File: src/core/nibble_gpio_map.svh
// Address map, field positions and masks of the nibble port block.
`ifndef NIBBLE_GPIO_MAP_SVH
`define NIBBLE_GPIO_MAP_SVH

// Control-file address ranges.
`define CF_CTRL_TOP 7'h3f
`define CF_DM_TOP 7'h73
`define CF_SYS_BASE 7'h74
`define CF_CTRL_NIB 64
`define CF_NONE 4'h0

// Port registers in bank 0 of data memory.
`define PORT_A_ADDR 7'h70
`define PORT_B_ADDR 7'h71
`define PORT_BANK 1'b0
`define SYS_BANK 1'b0

// Implemented control nibbles.
`define CF_A_WDT 6'h03
`define CF_A_SIO 6'h0b
`define CF_A_PULLUP 6'h0c
`define CF_A_TM0 6'h11
`define CF_A_TM1 6'h12
`define CF_A_BTM 6'h13
`define CF_A_ADSEL 6'h1b
`define CF_A_CDIR 6'h1c
`define CF_A_ADC 6'h20
`define CF_A_ADCH 6'h22
`define CF_A_DDIR 6'h2b
`define CF_A_GDIR 6'h2c

// Writable bits of each implemented nibble.
`define CF_W_WDT 4'h9
`define CF_W_SIO 4'h9
`define CF_W_PULLUP 4'h3
`define CF_W_TMR 4'h4
`define CF_W_FULL 4'hf
`define CF_W_ADC 4'h1
`define CF_W_PAIR 4'h3

// Write-only action bits, which always read as zero.
`define CF_ACT_WDT 4'h9
`define CF_ACT_TMR 4'h4
`define CF_ACT_ADC 4'h1

// Bit positions.
`define WDT_CLEAR_BIT 3
`define WDT_ENABLE_BIT 0
`define TMR_RESET_BIT 2
`define CONV_START_BIT 0
`define PORT_A_BIT 0
`define PORT_B_BIT 1

`endif

File: src/core/nibble_gpio_pkg.sv
// Types shared by the nibble port block and its control nibbles.
package nibble_gpio_pkg;

    typedef logic [3:0] nibble_t;
    typedef logic [6:0] addr_t;
    typedef logic [63:0][3:0] cf_file_t;

    // One CPU access: a data-memory or a control-file instruction.
    typedef struct packed {
        logic rd;
        logic wr;
        logic rf;
        logic bank;
        addr_t addr;
        nibble_t wdata;
    } cpu_req_s;

    // Access forwarded to the data memory outside this block.
    typedef struct packed {
        logic rd;
        logic wr;
        logic bank;
        addr_t addr;
        nibble_t wdata;
    } mem_req_s;

    // One-cycle strobes raised by writes to action bits.
    typedef struct packed {
        logic watchdog_clear_bit;
        logic watchdog_enable_bit;
        logic timer_zero_reset_bit;
        logic timer_one_reset_bit;
        logic basic_timer_reset_bit;
        logic conversion_start_bit;
    } actions_s;

endpackage : nibble_gpio_pkg

File: src/core/control_nibble.sv
// One nibble of the control file with write, action and read-only masks.
`timescale 1ns/10ps
`default_nettype none

module control_nibble #(
    parameter logic [3:0] WMASK = 4'h0,
    parameter logic [3:0] AMASK = 4'h0,
    parameter logic [3:0] ROMASK = 4'h0
) (
    input wire logic i_mclk,
    input wire logic i_rst,
    input wire logic i_we,
    input wire nibble_gpio_pkg::nibble_t i_wdata,
    input wire nibble_gpio_pkg::nibble_t i_status,
    output nibble_gpio_pkg::nibble_t o_value,
    output nibble_gpio_pkg::nibble_t o_rdata,
    output nibble_gpio_pkg::nibble_t o_pulse
);
    import nibble_gpio_pkg::*;

    // Action bits are not stored, so they can never read back as one.
    wire nibble_t store_mask = WMASK & ~AMASK & ~ROMASK;
    wire nibble_t store_nxt;
    wire nibble_t pulse_nxt;
    nibble_t store_r;
    nibble_t pulse_r;

    assign store_nxt = i_we ? (i_wdata & store_mask) : store_r;
    assign pulse_nxt = i_we ? (i_wdata & AMASK) : 4'h0;

    always_ff @(posedge i_mclk or posedge i_rst) begin
        if (i_rst) begin
            store_r <= 4'h0;
            pulse_r <= 4'h0;
        end else begin
            store_r <= store_nxt;
            pulse_r <= pulse_nxt;
        end
    end

    assign o_value = store_r;
    assign o_pulse = pulse_r;
    // Fixed bits and action bits read as zero.
    assign o_rdata = (store_r & store_mask) | (i_status & ROMASK);

endmodule // control_nibble

`default_nettype wire

File: src/core/nibble_gpio_ports.sv
// Two nibble GPIO ports with the control file that configures them.
//
// Operation
// - Control-file 00H-3FH selects control nibbles, any bank.
// - Control-file 40H-73H reaches selected-bank data memory.
// - Control-file 74H-7FH reaches system register, bank-independent.
// - Control nibbles reached only by control-file instructions.
// - Sixty-four control slots, implemented ones one nibble.
// - Unimplemented control slots read arbitrary; here zero.
// - Writes to unimplemented control slots change nothing.
// - Read-only nibbles ignore writes; others read/write.
// - Watchdog, timer-reset, conversion-start bits read zero.
// - Fixed bits inside nibbles read zero, ignore writes.
// - Port A: 4-bit latch at bank 0, 70H.
// - Port A direction: bit 0 of 2CH, 1=out.
// - Port A input mode reads pin levels.
// - Port A output mode drives latch, reads latch.
// - Bit 0 of 0CH enables port A pull-ups.
// - Reset: port A input, no pull-up, latch zero.
// - Port B: 4-bit latch at bank 0, 71H.
// - Port B direction: bit 1 of 2CH, 1=out.
// - Port B reads pins as input, latch as output.
// - Bit 1 of 0CH enables port B pull-ups.
// - Reset: port B input, no pull-up, latch zero.
`timescale 1ns/10ps
`default_nettype none
`include "nibble_gpio_map.svh"

module nibble_gpio_ports #(
    parameter nibble_gpio_pkg::cf_file_t RO_MASKS = '0
) (
    input wire logic i_mclk,
    input wire logic i_rst,
    input wire nibble_gpio_pkg::cpu_req_s i_req,
    input wire nibble_gpio_pkg::nibble_t i_mem_rdata,
    input wire nibble_gpio_pkg::cf_file_t i_cf_status,
    input wire nibble_gpio_pkg::nibble_t i_pa_pins,
    input wire nibble_gpio_pkg::nibble_t i_pb_pins,
    output nibble_gpio_pkg::nibble_t o_rdata,
    output logic o_rvalid,
    output nibble_gpio_pkg::mem_req_s o_mem_req,
    output nibble_gpio_pkg::nibble_t o_pa_out,
    output nibble_gpio_pkg::nibble_t o_pa_oe_n,
    output logic o_pa_pullup,
    output nibble_gpio_pkg::nibble_t o_pb_out,
    output nibble_gpio_pkg::nibble_t o_pb_oe_n,
    output logic o_pb_pullup,
    output nibble_gpio_pkg::cf_file_t o_cf_value,
    output nibble_gpio_pkg::actions_s o_actions
);
    import nibble_gpio_pkg::*;

    // Writable bits of each control nibble; zero marks an unused slot.
    function automatic nibble_t wmask_of(input logic [5:0] a);
        case (a)
            `CF_A_WDT: wmask_of = `CF_W_WDT;
            `CF_A_SIO: wmask_of = `CF_W_SIO;
            `CF_A_PULLUP: wmask_of = `CF_W_PULLUP;
            `CF_A_TM0: wmask_of = `CF_W_TMR;
            `CF_A_TM1: wmask_of = `CF_W_TMR;
            `CF_A_BTM: wmask_of = `CF_W_TMR;
            `CF_A_ADSEL: wmask_of = `CF_W_FULL;
            `CF_A_CDIR: wmask_of = `CF_W_FULL;
            `CF_A_ADC: wmask_of = `CF_W_ADC;
            `CF_A_ADCH: wmask_of = `CF_W_PAIR;
            `CF_A_DDIR: wmask_of = `CF_W_FULL;
            `CF_A_GDIR: wmask_of = `CF_W_PAIR;
            default: wmask_of = `CF_NONE;
        endcase
    endfunction

    // Action bits strobe a peripheral and are never stored.
    function automatic nibble_t amask_of(input logic [5:0] a);
        case (a)
            `CF_A_WDT: amask_of = `CF_ACT_WDT;
            `CF_A_TM0: amask_of = `CF_ACT_TMR;
            `CF_A_TM1: amask_of = `CF_ACT_TMR;
            `CF_A_BTM: amask_of = `CF_ACT_TMR;
            `CF_A_ADC: amask_of = `CF_ACT_ADC;
            default: amask_of = `CF_NONE;
        endcase
    endfunction

    // Request decode.
    wire logic req_wr = i_req.wr;
    // A request with both strobes set is taken as a write only.
    wire logic req_rd = i_req.rd & ~i_req.wr;
    wire logic req_any = req_wr | req_rd;

    // Only the control-file instructions see the control area; an
    // ordinary data-memory access to 00H-3FH goes to data memory.
    wire logic hit_ctrl = i_req.rf & (i_req.addr <= `CF_CTRL_TOP);
    wire logic hit_sys = (i_req.addr >= `CF_SYS_BASE);
    // The system register looks the same in every bank, so the bank
    // is forced before the access leaves the block.
    wire logic eff_bank = hit_sys ? `SYS_BANK : i_req.bank;
    wire logic in_port_bank = ~hit_ctrl & (eff_bank == `PORT_BANK);
    wire logic hit_pa = in_port_bank & (i_req.addr == `PORT_A_ADDR);
    wire logic hit_pb = in_port_bank & (i_req.addr == `PORT_B_ADDR);
    wire logic hit_ext = req_any & ~hit_ctrl & ~hit_pa & ~hit_pb;
    wire logic [5:0] cf_index = i_req.addr[5:0];

    // Control file: sixty-four slots, unused ones hold no state.
    cf_file_t cf_value;
    cf_file_t cf_rdata;
    cf_file_t cf_pulse;
    wire logic [`CF_CTRL_NIB-1:0] cf_we;

    genvar gi;
    generate
        for (gi = 0; gi < `CF_CTRL_NIB; gi = gi + 1) begin : g_cf
            // A write to an unused slot meets an all-zero mask and is lost.
            assign cf_we[gi] = req_wr & hit_ctrl & (cf_index == 6'(gi));
            control_nibble #(
                .WMASK(wmask_of(6'(gi))),
                .AMASK(amask_of(6'(gi))),
                .ROMASK(RO_MASKS[gi])
            ) u_nibble (
                .i_mclk(i_mclk),
                .i_rst(i_rst),
                .i_we(cf_we[gi]),
                .i_wdata(i_req.wdata),
                .i_status(i_cf_status[gi]),
                .o_value(cf_value[gi]),
                .o_rdata(cf_rdata[gi]),
                .o_pulse(cf_pulse[gi])
            );
        end
    endgenerate

    // Unused slots return zero rather than leaking another nibble.
    wire nibble_t ctrl_rdata = cf_rdata[cf_index];

    // Port configuration, straight from the control nibbles.
    wire logic pa_dir = cf_value[`CF_A_GDIR][`PORT_A_BIT];
    wire logic pb_dir = cf_value[`CF_A_GDIR][`PORT_B_BIT];

    // Output latches.
    nibble_t pa_latch_r;
    nibble_t pb_latch_r;
    // The latch is written in either direction so that switching to
    // output presents the value software prepared beforehand.
    wire nibble_t pa_latch_nxt = (req_wr & hit_pa) ? i_req.wdata : pa_latch_r;
    wire nibble_t pb_latch_nxt = (req_wr & hit_pb) ? i_req.wdata : pb_latch_r;

    always_ff @(posedge i_mclk or posedge i_rst) begin
        if (i_rst) begin
            pa_latch_r <= 4'h0;
            pb_latch_r <= 4'h0;
        end else begin
            pa_latch_r <= pa_latch_nxt;
            pb_latch_r <= pb_latch_nxt;
        end
    end

    // Port reads follow the direction: pins as input, latch as output.
    wire nibble_t pa_rdata = pa_dir ? pa_latch_r : i_pa_pins;
    wire nibble_t pb_rdata = pb_dir ? pb_latch_r : i_pb_pins;

    // Pin drivers. The enables follow the direction bit one clock late,
    // which keeps every pin output on its own flip-flop.
    nibble_t pa_oe_n_r;
    nibble_t pb_oe_n_r;
    wire nibble_t pa_oe_n_nxt = {4{~pa_dir}};
    wire nibble_t pb_oe_n_nxt = {4{~pb_dir}};

    always_ff @(posedge i_mclk or posedge i_rst) begin
        if (i_rst) begin
            pa_oe_n_r <= 4'hf;
            pb_oe_n_r <= 4'hf;
        end else begin
            pa_oe_n_r <= pa_oe_n_nxt;
            pb_oe_n_r <= pb_oe_n_nxt;
        end
    end

    // Read data from the targets inside the block.
    wire nibble_t int_rdata = hit_ctrl ? ctrl_rdata :
                              hit_pa ? pa_rdata :
                              hit_pb ? pb_rdata : 4'h0;

    // Forwarded access to data memory and the system register.
    wire mem_req_s mem_req_nxt = hit_ext ?
        mem_req_s'{rd: req_rd, wr: req_wr, bank: eff_bank, addr: i_req.addr,
                   wdata: i_req.wdata} : '0;

    // Read pipeline. Every read answers two clocks after it is taken,
    // whether the nibble lives here or in data memory, so the CPU sees
    // one fixed latency and may issue a request every clock.
    logic rd_pend_r;
    logic rd_ext_r;
    nibble_t rd_int_r;
    mem_req_s mem_req_r;
    nibble_t rdata_r;
    logic rvalid_r;
    wire nibble_t rdata_nxt = rd_ext_r ? i_mem_rdata : rd_int_r;

    always_ff @(posedge i_mclk or posedge i_rst) begin
        if (i_rst) begin
            rd_pend_r <= 1'b0;
            rd_ext_r <= 1'b0;
            rd_int_r <= 4'h0;
            mem_req_r <= '0;
        end else begin
            rd_pend_r <= req_rd;
            rd_ext_r <= req_rd & hit_ext;
            rd_int_r <= int_rdata;
            mem_req_r <= mem_req_nxt;
        end
    end

    always_ff @(posedge i_mclk or posedge i_rst) begin
        if (i_rst) begin
            rdata_r <= 4'h0;
            rvalid_r <= 1'b0;
        end else begin
            rdata_r <= rd_pend_r ? rdata_nxt : 4'h0;
            rvalid_r <= rd_pend_r;
        end
    end

    // Outputs, each taken from a flip-flop.
    assign o_rdata = rdata_r;
    assign o_rvalid = rvalid_r;
    assign o_mem_req = mem_req_r;
    assign o_pa_out = pa_latch_r;
    assign o_pb_out = pb_latch_r;
    assign o_pa_oe_n = pa_oe_n_r;
    assign o_pb_oe_n = pb_oe_n_r;
    assign o_pa_pullup = cf_value[`CF_A_PULLUP][`PORT_A_BIT];
    assign o_pb_pullup = cf_value[`CF_A_PULLUP][`PORT_B_BIT];
    assign o_cf_value = cf_value;

    // Action strobes last one clock after the write that raised them.
    assign o_actions.watchdog_clear_bit = cf_pulse[`CF_A_WDT][`WDT_CLEAR_BIT];
    assign o_actions.watchdog_enable_bit = cf_pulse[`CF_A_WDT][`WDT_ENABLE_BIT];
    assign o_actions.timer_zero_reset_bit = cf_pulse[`CF_A_TM0][`TMR_RESET_BIT];
    assign o_actions.timer_one_reset_bit = cf_pulse[`CF_A_TM1][`TMR_RESET_BIT];
    assign o_actions.basic_timer_reset_bit = cf_pulse[`CF_A_BTM][`TMR_RESET_BIT];
    assign o_actions.conversion_start_bit = cf_pulse[`CF_A_ADC][`CONV_START_BIT];

endmodule // nibble_gpio_ports

`default_nettype wire

File: config.mk
export PLATFORM = sky130hd
export DESIGN_NAME = nibble_gpio_ports
export DESIGN_NICKNAME = d
export VERILOG_FILES = /design/src/core/nibble_gpio_pkg.sv /design/src/core/control_nibble.sv /design/src/core/nibble_gpio_ports.sv
export VERILOG_INCLUDE_DIRS = /design/src /design/src/core
export SDC_FILE = /design/constraint.sdc
export NUM_CORES = 1
export LEC_CHECK = 0
export ABC_AREA = 0
export BUFFER_PORTS_ARGS = -buffer_cell sky130_fd_sc_hd__buf_2
export CORE_AREA = 3 3 229 231
export DETAILED_ROUTE_END_ITERATION = 10
export DIE_AREA = 0 0 232 234
export MAX_ROUTING_LAYER = met4
export SYNTH_ARGS = -nofsm -noshare
export SYNTH_HDL_FRONTEND = slang
export SYNTH_SLANG_ARGS = --single-unit
File: constraint.sdc
create_clock -name i_mclk -period 2.6 [get_ports i_mclk]
set_clock_uncertainty 0.05 [all_clocks]
set_input_delay 0.78 -clock i_mclk [delete_from_list [all_inputs] [get_ports i_mclk]]
set_output_delay 0.78 -clock i_mclk [all_outputs]
set_load 0.005 [all_outputs]
==> impl_metrics.py <==
metrics = {
    "outcome": {
        "outcome": "finished, final reports clean",
    },
    "power_and_ir_drop": {
        "pwr-share-clk_pct": 45.1,
        "power.internal_uw": 1760,
        "sequentialPowerShare_pct": 41.2,
        "p_sw_uw": 706,
        "p_per_area_mw_per_mm2": 477,
        "comb_power_share_pct": 13.7,
        "swShare_pct": 28.6,
        "cellLeakagePower_uw": 0.00260,
        "ir_drop_uv": 287,
    },
    "hold_path": {
        "hp-start": "rd_pend_r",
        "min_path_cells": 0,
        "min_delay_worst_endpoint": "o_rvalid",
        "hold_path.class": "reg2reg",
    },
    "clock_tree": {
        "ctsLongestPathBuffers": 2,
        "cts_tree": "yes",
        "cts_setup_buffers": 0,
        "cts_inserted_buffers": 9,
        "htree_levels": 3,
        "clk_pin_slew_worst_paths_ps": 50,
        "root_buffer": "clkbuf_16",
        "cts_resized": 0,
        "cts_sinks": 60,
        "clk_latency_ps": 330,
        "postCtsHoldBufs": 0,
    },
    "floorplanning": {
        "row_count": 82,
        "die_width_um": 232,
        "die-area_mm2": 0.0543,
        "ioPinCount": 584,
        "die_h_um": 234,
        "initial_core_util_pct": 8.99,
        "core_mm2": 0.0503,
    },
    "worst_setup_path": {
        "reg2reg_from": "g_cf[44].u_nibble.o_value[0]",
        "worstPathRequired_ps": 2750,
        "reg2reg_depth": 4,
        "reg2reg_slack_ps": 900,
        "worstSetupStartpointType": "input pin",
        "cp_max_fo": 11,
        "reg2reg_to": "rd_int_r[0]",
        "crit_arrival_ps": 2210,
        "endpoint_kind": "register",
        "worst-setup-path-type": "in2reg",
    },
    "logic_synthesis": {
        "syn_inst": 459,
        "synth_edf_count": 0,
        "synth_ff_type": "dfrtp_1",
        "yosysSeqAreaShare_pct": 33.3,
        "synth_cell_types": 48,
        "synth.area.top_cells": "buf_4 (41%), dfrtp_1 (32%), mux2_2 (6.0%), mux2i_1 (3.1%), and2_1 (1.9%)",
        "syn_avg_cell_area_um2": 9.84,
        "ys_seq_elements": 60,
        "yosysWarnings": 0,
        "synth.top_cell.area_share_pct": 40.7,
        "yosys.area.top_type": "buf_4",
        "synth_async_sr_flop_share_pct": 100,
        "synthesis.area_mm2": 0.00452,
    },
    "routing": {
        "drc": 0,
        "vias": 2814,
        "wirelength_mm": 13.2,
        "drt_iter0_markers": 164,
        "ant_nets": 0,
        "routedWlPerCell_um": 10.7,
        "drt_first_pass_iters": 4,
        "viasPerCell": 2.29,
    },
    "final_layout": {
        "final_area_mm2": 0.00517,
        "fin_nets": 835,
        "final_layout_size_suffix_gt1_share_pct": 28.3,
        "final_util_pct": 10.3,
        "syn_to_final_growth_pct": 14.5,
    },
    "grt": {
        "grt_first_pass_wirelength_mm": 16.8,
        "antenna_found_initial": 1,
        "first_global_vias": 2270,
        "gr-total-overflow": 0,
        "grt_use_total_pct": 4.50,
        "grt_max_degree": 30,
    },
    "timing": {
        "period_share_pct": 79.0,
        "relSlewSlack_pct": 48.4,
        "setup_viol": 0,
        "tns_ps": 0,
        "fin_crit_ps": 2050,
        "hold_violations": 0,
        "rsz0062_at_grt": "false",
        "tightest_slew_ps": 775,
        "fmax_mhz": 487,
        "finalMaxSlewViolations": 0,
    },
    "place": {
        "port_buffers": 91,
        "place_congestion": 0.789,
        "place_hpwl_mm": 11.4,
        "placed_area_mm2": 0.00488,
    },
    "run": {
        "cap_violations": 0,
    },
}
==> through the flow <==
step                      power (µW)  hold slack [ps]  worst slack, ps  std cells
final                           2460              378              546       1230
after global routing            2600              411              474       1228
after CTS                       2500              373              567       1227
after detailed placement        1370              361              226       1211
after global placement          1360              360              224       1211
after floorplan                 1470              336              289        694
==> state kept, by name, indices dropped and copies added, names as in the netlist <==
register,count
o_pa_oe_n,1
g_cf.u_nibble.o_pulse,6
o_mem_req,14
g_cf.u_nibble.o_rdata,12
g_cf.u_nibble.o_value,8
rd_int_r,4
o_pa_out,4
o_pb_oe_n,1
o_rdata,4
o_rvalid,1
o_pb_out,4
rd_pend_r,1
==> routing by layer <==
metal / GRT usage [%] / routed length (µm) / vias to the layer above
li1: - / - / 1209
met1: 6.28 / 5940 / 1324
met2: 6.09 / 5260 / 271
met3: 1.69 / 1810 / 10
met4: 1.01 / 160 / 0
met5: - / 0 / -
==> worst max-delay path: stages <==
cell and delay, ps:
buf_2 230, nor2b_1 280, nor2b_2 240, or3b_1 390, mux2_2 280
==> placed cells by master (no fill, tap or decap), drive strengths merged, types with 6 or more instances in the layout <==
cell,Yosys,routed
and2,14,14
buf,252,105
and3,6,6
mux2i,14,14
clkbuf,8,11
nand2,8,8
nor2b,10,10
mux2,28,28
dfrtp,58,58
conb,1,236
==> power by group through the flow <==
stage | Clock, µW | Sequential, µW | Combinational (µW)
after floorplan | 0 | 1020 | 452
after global placement | 0 | 1030 | 333
after detailed placement | 0 | 1030 | 335
after CTS | 1150 | 1020 | 335
after global routing | 1190 | 1020 | 388
final | 1110 | 1020 | 338
==> logic make-up (layout without fill, tap and decap cells) <==
group	after synthesis	count (layout)	synth area share, %
buffers and inverters	265	126	43.0
AO/OA/AOI/OAI	24	24	3.82
multiplexers	42	42	10.4
other	1	239	0.0830
AND/OR/NAND/NOR	67	67	9.44
flip-flops	60	60	33.3
==> synth_stat cells (2+ instances only) <==
cell type,instances
nor3_1,4
a22oi_1,2
mux2_2,24
buf_2,5
nor4_1,2
mux2_4,4
nand2b_1,2
inv_1,4
nand2_1,8
and3b_1,2
a32oi_1,2
dfstp_2,2
dfrtp_1,58
nand3_1,4
and3_1,6
mux2i_1,14
o21ai_0,4
buf_4,245
nor2_1,4
clkbuf_1,8
nor2b_1,9
and2_1,14
o22ai_1,4
a31oi_1,3
buf_6,2
==> worst max path at each step <==
stage | start | endpoint
detailed placement | i_req[7] | o_pb_out[1]
global route | i_req[9] | g_cf[34].u_nibble.o_value[0]
CTS | i_req[7] | o_pb_out[2]
finish | i_req[9] | g_cf[34].u_nibble.o_value[0]
global placement | i_req[7] | o_pb_out[1]
floorplan | i_rst | g_cf[11].u_nibble.o_value[0]
==> area by class of cell <==
type | instances | area [µm²]
Sequential cell | 60 | 1500
Clock buffer | 11 | 243
Antenna cell | 3 | 7.51
Inverter | 5 | 23.8
Timing Repair Buffer | 105 | 561
Tap cell | 672 | 841
Multi-Input combinational cell | 369 | 1960
Clock inverter | 5 | 36.3
Fill cell | 5835 | 45100
Power figures use the tool's default switching activity.
